File: config.mk
export PLATFORM = sky130hd
export DESIGN_NAME = utq_dma_top
export DESIGN_NICKNAME = d
export VERILOG_FILES = /design/src/rtl/utq_pkg.sv /design/src/rtl/utq_comp_if.sv /design/src/rtl/utq_comp_track.sv /design/src/rtl/utq_dma_top.sv
export VERILOG_INCLUDE_DIRS = /design/src /design/src/rtl
export SDC_FILE = /design/constraint.sdc
export NUM_CORES = 2
export LEC_CHECK = 0
export BUFFER_PORTS_ARGS = -buffer_cell sky130_fd_sc_hd__buf_2
export CORE_MARGIN = 1
export CORE_UTILIZATION = 60
export CTS_CLUSTER_DIAMETER = 200
export CTS_CLUSTER_SIZE = 14
export DETAILED_ROUTE_END_ITERATION = 16
export PLACE_DENSITY = 0.86
export SKIP_LAST_GASP = 1
export SLEW_MARGIN = 20
export SYNTH_ARGS = -nofsm -noshare
export SYNTH_HDL_FRONTEND = slang
export SYNTH_SLANG_ARGS = --single-unit
File: constraint.sdc
create_clock -name clk -period 8.4 [get_ports clk]
set_clock_uncertainty 0.05 [all_clocks]
set_input_delay 0 -clock clk [delete_from_list [all_inputs] [get_ports clk]]
set_output_delay 0 -clock clk [all_outputs]
set_load 0.1 [all_outputs]
File: src/rtl/utq_params.svh
// Constants of the transmit descriptor queue engine.
// Included by the interface, tracker and top design files; definitions only.
`ifndef UTQ_PARAMS_SVH
`define UTQ_PARAMS_SVH

// Channels and widths
`define UTQ_NCH 2
`define UTQ_CHW 1
`define UTQ_AW 12

// Register address fields
`define UTQ_A_TOP 11:9
`define UTQ_A_GLB 8
`define UTQ_A_PAD 7:6
`define UTQ_A_CH 5
`define UTQ_A_OFF 4:0
`define UTQ_A_GOFF 7:0

// Per-channel state word offsets
`define UTQ_R_HEAD 5'h00
`define UTQ_R_FIRST 5'h04
`define UTQ_R_CUR 5'h08
`define UTQ_R_BUF 5'h0C
`define UTQ_R_REM 5'h14
`define UTQ_R_COMP 5'h18

// Global register offsets, above the channel block
`define UTQ_G_CTRL 8'h00
`define UTQ_G_SPLIT 8'h04
`define UTQ_G_MPS 8'h08

// Control bits and reset values
`define UTQ_CTRL_PORTEN 0
`define UTQ_CTRL_SPLIT 1
`define UTQ_MPS_RST 16'h0040

// Descriptor layout
`define UTQ_DW_BUF 32'h00000004
`define UTQ_DW_LEN 32'h00000008
`define UTQ_DW_FLG 32'h0000000C
`define UTQ_D_SOP 31
`define UTQ_D_EOP 30
`define UTQ_D_OWN 29
`define UTQ_D_QEND 28
`define UTQ_D_PLEN 15:0
`define UTQ_D_OFS 31:16
`define UTQ_D_BLEN 15:0

`endif

File: src/rtl/utq_pkg.sv
// Types of the transmit descriptor queue engine.
// Needs no other file.
package utq_pkg;
    typedef enum logic [3:0] {
        E_IDLE, E_RD0, E_RD1, E_RD2, E_RD3, E_BYTE_RD, E_BYTE_TX,
        E_ZLP, E_WR_QEND, E_WR_OWN, E_COMP
    } utq_state_t;
endpackage

File: src/rtl/utq_comp_if.sv
// Link between the engine and the completion pointer tracker.
// Assumes utq_params.svh on the include path.
`timescale 1ns/10ps
`default_nettype none
`include "utq_params.svh"
interface utq_comp_if;
    logic engWr;
    logic [`UTQ_CHW-1:0] engCh;
    logic [31:0] engAddr;
    logic swWr;
    logic [`UTQ_CHW-1:0] swCh;
    logic [31:0] swData;
    logic [`UTQ_NCH-1:0][31:0] compVal;
    logic [`UTQ_NCH-1:0] irq;
    modport engine (output engWr, engCh, engAddr, swWr, swCh, swData, input compVal, irq);
    modport track (input engWr, engCh, engAddr, swWr, swCh, swData, output compVal, irq);
endinterface
`default_nettype wire

File: src/rtl/utq_comp_track.sv
// Per-channel completion pointers and channel interrupt levels.
// Assumes one clock, synchronous active-high reset.
`timescale 1ns/10ps
`default_nettype none
`include "utq_params.svh"
module utq_comp_track (
    input wire logic clk,
    input wire logic reset,
    utq_comp_if.track cif
);
    logic [`UTQ_NCH-1:0][31:0] engReg;
    logic [`UTQ_NCH-1:0][31:0] engNext;
    logic [`UTQ_NCH-1:0][31:0] swReg;
    logic [`UTQ_NCH-1:0][31:0] swNext;

    // Both writers own separate words, so a same-cycle ack never loses an event
    always_comb begin
        engNext = engReg;
        swNext = swReg;
        if (cif.engWr) begin
            engNext[cif.engCh] = cif.engAddr;
        end
        if (cif.swWr) begin
            swNext[cif.swCh] = cif.swData;
        end
    end

    always_ff @(posedge clk) begin
        if (reset) begin
            engReg <= '0;
            swReg <= '0;
        end else begin
            engReg <= engNext;
            swReg <= swNext;
        end
    end

    assign cif.compVal = engReg;

    genvar g;
    generate
        for (g = 0; g < `UTQ_NCH; g++) begin : gIrq
            assign cif.irq[g] = engReg[g] != swReg[g];
        end
    endgenerate
endmodule
`default_nettype wire

File: src/rtl/utq_dma_top.sv
// Transmit descriptor queue DMA engine with register port, memory master and byte stream.
// Assumes one 20 MHz clock, synchronous reset, memory that acknowledges each request.
`timescale 1ns/10ps
`default_nettype none
`include "utq_params.svh"
// Functional notes
// One queue, head and completion per channel
// Software zeroes channel state after reset
// Software enables endpoint and port first
// Nonzero head write starts channel
// Software fills descriptors correctly
// Software marks start, end, ownership
// Packets sent in list order until empty
// Clear ownership, then post last descriptor
// Final packet: queue end, ownership, head zero, completion
// Software reclaims packets with ownership clear
// Software checks queue fully sent
// Software acks by writing completion pointer
// Interrupt held until pointers match
// Software detects misqueued packet
// Software restarts misqueued packet via head
// Transparent packets fit max packet size
// Transparent: interrupt after every packet
// Split: cut into max-size bus packets
// Split: short or zero-length final packet
// Split needs size multiple of 64
// Split selectable globally or per channel
// Word 3 bits 31 30 29 flags
// Packet length truncates buffer data
// Follow next pointer, zero ends queue
// Transfer only when both enables set
module utq_dma_top (
    input wire logic clk,
    input wire logic reset,
    input wire logic [`UTQ_AW-1:0] regAddr,
    input wire logic [31:0] regWdata,
    input wire logic regWr,
    input wire logic regRd,
    output logic [31:0] regRdata,
    input wire logic [`UTQ_NCH-1:0] epDmaEnable,
    output logic memReq,
    output logic memWe,
    output logic [31:0] memAddr,
    output logic [31:0] memWdata,
    input wire logic [31:0] memRdata,
    input wire logic memAck,
    output logic txValid,
    output logic [7:0] txData,
    output logic txEnd,
    output logic txZlp,
    input wire logic txReady,
    output logic [`UTQ_CHW-1:0] txChan,
    output logic [`UTQ_NCH-1:0] chanIrq
);
    utq_comp_if cif ();
    utq_comp_track uTrack (.clk(clk), .reset(reset), .cif(cif.track));

    logic [31:0] ctrlReg, ctrlNext, rdReg, rdNext;
    logic [`UTQ_NCH-1:0] splitReg, splitNext;
    logic [15:0] mpsReg, mpsNext;
    logic [`UTQ_NCH-1:0][31:0] headReg, headNext;
    utq_pkg::utq_state_t stReg, stNext;
    logic [`UTQ_CHW-1:0] chReg, chNext;
    logic [31:0] firstReg, firstNext, curReg, curNext, nextPtrReg, nextPtrNext;
    logic [31:0] bufReg, bufNext, w3Reg, w3Next, sopW3Reg, sopW3Next;
    logic [15:0] bufLenReg, bufLenNext, pktRemReg, pktRemNext, busCntReg, busCntNext;
    logic splitActReg, splitActNext, zlpReg, zlpNext;
    logic [31:0] addrReg, addrNext, wdReg, wdNext;
    logic txVReg, txVNext, txEndReg, txEndNext, txZReg, txZNext;
    logic [7:0] txDReg, txDNext;
    logic glbSel, chOk, go;
    logic [`UTQ_CHW-1:0] regCh;

    assign glbSel = regAddr[`UTQ_A_TOP] == 3'h0 && regAddr[`UTQ_A_GLB];
    assign chOk = regAddr[`UTQ_A_TOP] == 3'h0 && !regAddr[`UTQ_A_GLB]
        && regAddr[`UTQ_A_PAD] == 2'h0;
    assign regCh = regAddr[`UTQ_A_CH];
    assign go = ctrlReg[`UTQ_CTRL_PORTEN] && epDmaEnable[chReg];

    assign cif.swWr = regWr && chOk && regAddr[`UTQ_A_OFF] == `UTQ_R_COMP;
    assign cif.swCh = regCh;
    assign cif.swData = regWdata;
    assign cif.engCh = chReg;
    assign cif.engAddr = curReg;
    assign cif.engWr = stReg == utq_pkg::E_COMP;
    assign chanIrq = cif.irq;

    // Register port: writes, and read data registered for the next cycle
    always_comb begin
        ctrlNext = ctrlReg;
        splitNext = splitReg;
        mpsNext = mpsReg;
        rdNext = 32'h0;
        if (regWr && glbSel) begin
            case (regAddr[`UTQ_A_GOFF])
                `UTQ_G_CTRL: ctrlNext = regWdata & 32'h00000003;
                `UTQ_G_SPLIT: splitNext = regWdata[`UTQ_NCH-1:0];
                `UTQ_G_MPS: mpsNext = regWdata[15:0];
                default: ;
            endcase
        end
        if (regRd && glbSel) begin
            case (regAddr[`UTQ_A_GOFF])
                `UTQ_G_CTRL: rdNext = ctrlReg;
                `UTQ_G_SPLIT: rdNext = {{(32-`UTQ_NCH){1'b0}}, splitReg};
                `UTQ_G_MPS: rdNext = {16'h0, mpsReg};
                default: rdNext = 32'h0;
            endcase
        end else if (regRd && chOk) begin
            // Scratch words show live values only for the channel being served
            case (regAddr[`UTQ_A_OFF])
                `UTQ_R_HEAD: rdNext = headReg[regCh];
                `UTQ_R_COMP: rdNext = cif.compVal[regCh];
                `UTQ_R_FIRST: rdNext = (regCh == chReg) ? firstReg : 32'h0;
                `UTQ_R_CUR: rdNext = (regCh == chReg) ? curReg : 32'h0;
                `UTQ_R_BUF: rdNext = (regCh == chReg) ? bufReg : 32'h0;
                `UTQ_R_REM: rdNext = (regCh == chReg) ? {pktRemReg, bufLenReg} : 32'h0;
                default: rdNext = 32'h0;
            endcase
        end
    end

    always_ff @(posedge clk) begin
        if (reset) begin
            ctrlReg <= 32'h0;
            splitReg <= '0;
            mpsReg <= `UTQ_MPS_RST;
            rdReg <= 32'h0;
        end else begin
            ctrlReg <= ctrlNext;
            splitReg <= splitNext;
            mpsReg <= mpsNext;
            rdReg <= rdNext;
        end
    end
    assign regRdata = rdReg;

    // Engine
    always_comb begin
        logic bufDone;
        logic pktDone;
        logic lastPkt;
        logic busFull;
        logic [31:0] tmp;
        bufDone = 1'b0;
        pktDone = 1'b0;
        lastPkt = pktRemReg == 16'h1 || (bufLenReg == 16'h1 && w3Reg[`UTQ_D_EOP]);
        busFull = splitActReg && busCntReg + 16'h1 == mpsReg;
        tmp = 32'h0;
        stNext = stReg;
        chNext = chReg;
        headNext = headReg;
        firstNext = firstReg;
        curNext = curReg;
        nextPtrNext = nextPtrReg;
        bufNext = bufReg;
        w3Next = w3Reg;
        sopW3Next = sopW3Reg;
        bufLenNext = bufLenReg;
        pktRemNext = pktRemReg;
        busCntNext = busCntReg;
        splitActNext = splitActReg;
        zlpNext = zlpReg;
        addrNext = addrReg;
        wdNext = wdReg;
        txVNext = txVReg;
        txDNext = txDReg;
        txEndNext = txEndReg;
        txZNext = txZReg;
        case (stReg)
            utq_pkg::E_IDLE: begin
                for (int i = `UTQ_NCH - 1; i >= 0; i--) begin
                    if (headReg[i] != 32'h0 && epDmaEnable[i] && ctrlReg[`UTQ_CTRL_PORTEN]) begin
                        chNext = `UTQ_CHW'(i);
                    end
                end
                if (headReg[chNext] != 32'h0 && epDmaEnable[chNext]
                    && ctrlReg[`UTQ_CTRL_PORTEN]) begin
                    firstNext = headReg[chNext];
                    curNext = headReg[chNext];
                    addrNext = headReg[chNext];
                    stNext = utq_pkg::E_RD0;
                end
            end
            utq_pkg::E_RD0: if (memAck) begin
                nextPtrNext = memRdata;
                addrNext = curReg + `UTQ_DW_BUF;
                stNext = utq_pkg::E_RD1;
            end
            utq_pkg::E_RD1: if (memAck) begin
                bufNext = memRdata;
                addrNext = curReg + `UTQ_DW_LEN;
                stNext = utq_pkg::E_RD2;
            end
            utq_pkg::E_RD2: if (memAck) begin
                bufNext = bufReg + {16'h0, memRdata[`UTQ_D_OFS]};
                bufLenNext = memRdata[`UTQ_D_BLEN];
                addrNext = curReg + `UTQ_DW_FLG;
                stNext = utq_pkg::E_RD3;
            end
            utq_pkg::E_RD3: if (memAck) begin
                w3Next = memRdata;
                if (curReg == firstReg) begin
                    sopW3Next = memRdata;
                    pktRemNext = memRdata[`UTQ_D_PLEN];
                    busCntNext = 16'h0;
                    zlpNext = 1'b0;
                    splitActNext = ctrlReg[`UTQ_CTRL_SPLIT] || splitReg[chReg];
                end
                if (bufLenReg != 16'h0 && pktRemNext != 16'h0) begin
                    addrNext = {bufReg[31:2], 2'h0};
                    stNext = utq_pkg::E_BYTE_RD;
                end else begin
                    bufDone = 1'b1;
                end
            end
            utq_pkg::E_BYTE_RD: if (memAck) begin
                txDNext = memRdata[{bufReg[1:0], 3'h0} +: 8];
                txVNext = 1'b1;
                txEndNext = lastPkt || busFull;
                stNext = utq_pkg::E_BYTE_TX;
            end
            utq_pkg::E_BYTE_TX: if (txReady) begin
                txVNext = 1'b0;
                txEndNext = 1'b0;
                bufNext = bufReg + 32'h1;
                bufLenNext = bufLenReg - 16'h1;
                pktRemNext = pktRemReg - 16'h1;
                busCntNext = txEndReg ? 16'h0 : busCntReg + 16'h1;
                if (lastPkt && busFull) begin
                    zlpNext = 1'b1;
                end
                if (!lastPkt && bufLenReg != 16'h1) begin
                    addrNext = {bufNext[31:2], 2'h0};
                    stNext = utq_pkg::E_BYTE_RD;
                end else begin
                    bufDone = 1'b1;
                end
            end
            utq_pkg::E_ZLP: if (txReady) begin
                txVNext = 1'b0;
                txEndNext = 1'b0;
                txZNext = 1'b0;
                pktDone = 1'b1;
            end
            utq_pkg::E_WR_QEND: if (memAck) begin
                addrNext = firstReg + `UTQ_DW_FLG;
                tmp = sopW3Reg;
                tmp[`UTQ_D_OWN] = 1'b0;
                // One-descriptor packet: keep the queue-end mark just written
                if (firstReg == curReg) begin
                    tmp[`UTQ_D_QEND] = 1'b1;
                end
                wdNext = tmp;
                stNext = utq_pkg::E_WR_OWN;
            end
            utq_pkg::E_WR_OWN: if (memAck) begin
                headNext[chReg] = nextPtrReg;
                stNext = utq_pkg::E_COMP;
            end
            utq_pkg::E_COMP: stNext = utq_pkg::E_IDLE;
            default: stNext = utq_pkg::E_IDLE;
        endcase
        // Buffer exhausted: next descriptor, or packet end (zero next also ends)
        if (bufDone) begin
            if (w3Next[`UTQ_D_EOP] || nextPtrReg == 32'h0) begin
                if (zlpNext) begin
                    txVNext = 1'b1;
                    txZNext = 1'b1;
                    txEndNext = 1'b1;
                    stNext = utq_pkg::E_ZLP;
                end else begin
                    pktDone = 1'b1;
                end
            end else begin
                curNext = nextPtrReg;
                addrNext = nextPtrReg;
                stNext = utq_pkg::E_RD0;
            end
        end
        if (pktDone) begin
            if (nextPtrReg == 32'h0) begin
                addrNext = curReg + `UTQ_DW_FLG;
                tmp = w3Next;
                tmp[`UTQ_D_QEND] = 1'b1;
                wdNext = tmp;
                stNext = utq_pkg::E_WR_QEND;
            end else begin
                addrNext = firstReg + `UTQ_DW_FLG;
                tmp = sopW3Next;
                tmp[`UTQ_D_OWN] = 1'b0;
                wdNext = tmp;
                stNext = utq_pkg::E_WR_OWN;
            end
        end
        // Software head write wins over the engine's update in the same cycle
        if (regWr && chOk && regAddr[`UTQ_A_OFF] == `UTQ_R_HEAD) begin
            headNext[regCh] = regWdata;
        end
    end

    always_ff @(posedge clk) begin
        if (reset) begin
            stReg <= utq_pkg::E_IDLE;
            chReg <= '0;
            headReg <= '0;
            firstReg <= 32'h0;
            curReg <= 32'h0;
            nextPtrReg <= 32'h0;
            bufReg <= 32'h0;
            w3Reg <= 32'h0;
            sopW3Reg <= 32'h0;
            bufLenReg <= 16'h0;
            pktRemReg <= 16'h0;
            busCntReg <= 16'h0;
            splitActReg <= 1'b0;
            zlpReg <= 1'b0;
            addrReg <= 32'h0;
            wdReg <= 32'h0;
            txVReg <= 1'b0;
            txDReg <= 8'h0;
            txEndReg <= 1'b0;
            txZReg <= 1'b0;
        end else begin
            stReg <= stNext;
            chReg <= chNext;
            headReg <= headNext;
            firstReg <= firstNext;
            curReg <= curNext;
            nextPtrReg <= nextPtrNext;
            bufReg <= bufNext;
            w3Reg <= w3Next;
            sopW3Reg <= sopW3Next;
            bufLenReg <= bufLenNext;
            pktRemReg <= pktRemNext;
            busCntReg <= busCntNext;
            splitActReg <= splitActNext;
            zlpReg <= zlpNext;
            addrReg <= addrNext;
            wdReg <= wdNext;
            txVReg <= txVNext;
            txDReg <= txDNext;
            txEndReg <= txEndNext;
            txZReg <= txZNext;
        end
    end

    // Requests pause while either enable is low; the data already fetched still drains
    assign memReq = go && (stReg == utq_pkg::E_RD0 || stReg == utq_pkg::E_RD1
        || stReg == utq_pkg::E_RD2 || stReg == utq_pkg::E_RD3 || stReg == utq_pkg::E_BYTE_RD
        || stReg == utq_pkg::E_WR_QEND || stReg == utq_pkg::E_WR_OWN);
    assign memWe = stReg == utq_pkg::E_WR_QEND || stReg == utq_pkg::E_WR_OWN;
    assign memAddr = addrReg;
    assign memWdata = wdReg;
    assign txValid = txVReg;
    assign txData = txDReg;
    assign txEnd = txEndReg;
    assign txZlp = txZReg;
    assign txChan = chReg;
endmodule
`default_nettype wire

==> run_results.csv <==
group,metric,value,unit
finish,nets,4506,
synthesis,synthDistinctLibCells,92,
finish,final_layout_size_suffix_gt1_share,8.94,%
critical_path,startpoint_type,"flop",
synthesis,synth_nets,4519,
place,place_area,34200,um2
status,status,"complete, no violations",
finish,fillers,4547,
sta,final-setup-viol-count,0,
sta,hold_viol,0,
synthesis,synth-async-reset-ratio,0,%
floorplanning,die_area,56200,um2
pwr,finalPower,0.00497,W
floorplanning,die_y,237,um
synthesis,synthFlopType,"dfxtp_1",
pwr,peakVddDrop,0.160,mV
finish,multi_input_area,20300,um2
synthesis,ys_seq_elements,564,
clock_tree,cts-root-buf,"clkbuf_16",
sta,rsz0062_at_grt,"no",
finish,regArea,11300,um2
synthesis,yosys.area.top_type_share,34.1,%
detailed_routing,drc,0,
clock_tree,cts_tree,"done",
clock_tree,clk-insertion-delay-late,0.65,ns
synthesis,postSynthAreaPerCell,7.52,um2
finish,finish.utilization,66.8,%
global_routing,grt_start_max_net_pins,195,
critical_path,cp.required,8.90,ns
sta,fin_hold_ws,0.0709,ns
synthesis,synth_edf_count,0,
floorplanning,io_pins,196,
sta,worst_pin_slew,1.15,ns
synthesis,ys_warn_count,0,
sta,min_period,4.88,ns
global_routing,grt_pass1_wl,230000,um
place,port_buffers,195,
synthesis,postSynthCellCount,4407,
clock_tree,cts_buffers,46,
floorplanning,row_count,85,
place,gp_congestion,1.10,
synthesis,yosys-top-cells-area,"dfxtp_1, nand2_1, a21oi_1",
critical_path,endpoint_kind,"flop",
detailed_routing,first_pass_iters,7,
detailed_routing,ant_nets,0,
finish,syn2layout_area_growth,9.23,%
global_routing,grt_overflow,0,
sta,max_freq,0.205,GHz
global_routing,track_usage,55.1,%
floorplanning,die_w,237,um
detailed_routing,post_drt_wl_per_cell,31.4,um
place,dpl.hpwl,111000,um
floorplanning,core,54200,um2
sta,relSlewSlack,23.2,%
critical_path,cp.arrival,5.38,ns
clock_tree,cts_sinks,564,
detailed_routing,via_count,37699,
synthesis,ys_seq_area_share,34.1,%
synthesis,netlist_area,33200,um2
worst_hold_path,min_path_type,"in -> reg",
sta,fin_setup_tns,0,ns
floorplanning,start_util,61.1,%
clock_tree,htree_num_levels,2,
clock_tree,path_clk_slew,0.08,ns
global_routing,antenna_found_initial,2,
detailed_routing,via_per_inst,7.39,
detailed_routing,wirelength,160000,um
critical_path,crit_type,"reg -> reg",
sta,slew_violations,0,
global_routing,first_global_vias,34328,
critical_path,path_max_fanout,49,
pwr,powerDensity,137,nW/um2
synthesis,synth_area_leader_cell,"dfxtp_1",
detailed_routing,first_iter_violations,6299,
job,maxCapViolCount,0,
pwr,p_leak,13.0,nW
finish,final_cell_area,36200,um2
clock_tree,clk_path_buf_depth,3,
sta,period_share,58.1,%
==> flip-flops by register name, indices dropped and copies added, names as in the netlist, 32 cells and up <==
register	flops
cif.engAddr	32
memAddr	32
uTrack.cif.compVal	64
nextPtrReg	32
memWdata	32
regRdata	32
uTrack.swReg	64
bufReg	32
headReg	64
firstReg	32
==> cell type report <==
type                            count  share of cell area [%]
Multi-Input combinational cell   3394                    56.1
Timing Repair Buffer              350                    6.57
Tap cell                          696                    2.40
Antenna cell                        9                  0.0622
Sequential cell                   564                    31.2
Clock inverter                      4                   0.124
Clock buffer                       46                    3.18
Inverter                           38                   0.394
==> cell usage after synthesis, types with 64 or more instances <==
cell	n
clkbuf_1	353
nand3_1	118
a211oi_1	91
a22oi_1	81
o211ai_1	64
dfxtp_1	564
xnor2_1	141
xor2_1	76
mux2i_1	197
nand2_1	766
nor2_1	339
nor3_1	65
a21oi_1	470
o21ai_0	193
o22ai_1	93
==> path summary, 6_finish.rpt <==
check                        startpoint                      to  slack, ns  depth (start not counted)
max          cif.engAddr[25]$_SDFF_PP0_  memAddr[24]$_SDFF_PP0_       3.52                         10
min                              memAck     stReg[2]$_SDFF_PP0_       0.07                          3
min reg2reg      txData[7]$_SDFFE_PP0P_  txData[7]$_SDFFE_PP0P_       0.40                          2
max reg2reg  cif.engAddr[25]$_SDFF_PP0_  memAddr[24]$_SDFF_PP0_       3.52                         10
==> layer usage <==
| metal | wire length, um | track usage, % | part of all wire (%) | vias to the layer above |
|---|---|---|---|---|
| li1 | - | - | - | 15821 |
| met1 | 55900 | 66.1 | 35 | 17650 |
| met2 | 66100 | 81.3 | 41 | 3277 |
| met3 | 21900 | 16.7 | 14 | 949 |
| met4 | 16500 | 45.0 | 10 | 2 |
| met5 | 17 | 0 | 0.011 | - |
==> per-stage QoR <==
stage / std cells / worst slack, ns
after floorplan: 4407 / 5.19
after global placement: 4963 / 3.72
after detailed placement: 4963 / 3.66
after CTS: 5091 / 3.58
after global routing: 5092 / 3.48
final: 5101 / 3.52
==> repair_timing <==
action,CTS,global route
resized for setup,0,0
hold buffers,78,0
hold endpoints to repair,331,0
setup buffers,0,0
==> report_power, final <==
part           switching, W  leakage [nW]  internal [W]
registers       0.000000124          4.54       0.00267
clock network       0.00106         0.589      0.000976
logic              0.000184          7.86     0.0000688
total               0.00125          13.0       0.00372
==> critical path, cell delays in order (launching register included) <==
cell and delay (ns):
dfxtp_1 0.66, xor2_1 0.14, nor4_1 0.57, and4_1 0.57, nand2_1 0.46, mux2_4 0.43, o21ai_4 0.09, a31oi_4 0.37
buf_4 0.56, nand3_1 0.47, o221ai_1 0.37
==> placed cells by master, fill, tap and decap left out, drive strengths merged, types with 20 or more instances in the layout <==
master,count
nand2,766
dfxtp,564
a21oi,470
nor2,340
buf,272
o21ai,204
mux2i,197
xnor2,141
nand3,118
o22ai,93
a211oi,91
a22oi,81
dlygate4sd3,78
xor2,76
nor3,66
o211ai,64
nor4,63
nand4,62
or3,58
a31oi,55
clkbuf,46
inv,40
o21a,32
and3,28
ha,27
o221ai,26
and2,26
a221oi,22
a21o,20
==> cells by family after synthesis <==
logic type	share of synthesized area, %
buffers and inverters	5.29
AOI/OAI and AO/OA	25.0
DFF	34.1
adders and majority gates	1.08
xor gates and xnor gates	5.73
muxes	6.64
and+or+nand+nor	22.2
No activity file was read; power rests on OpenSTA's default activity.
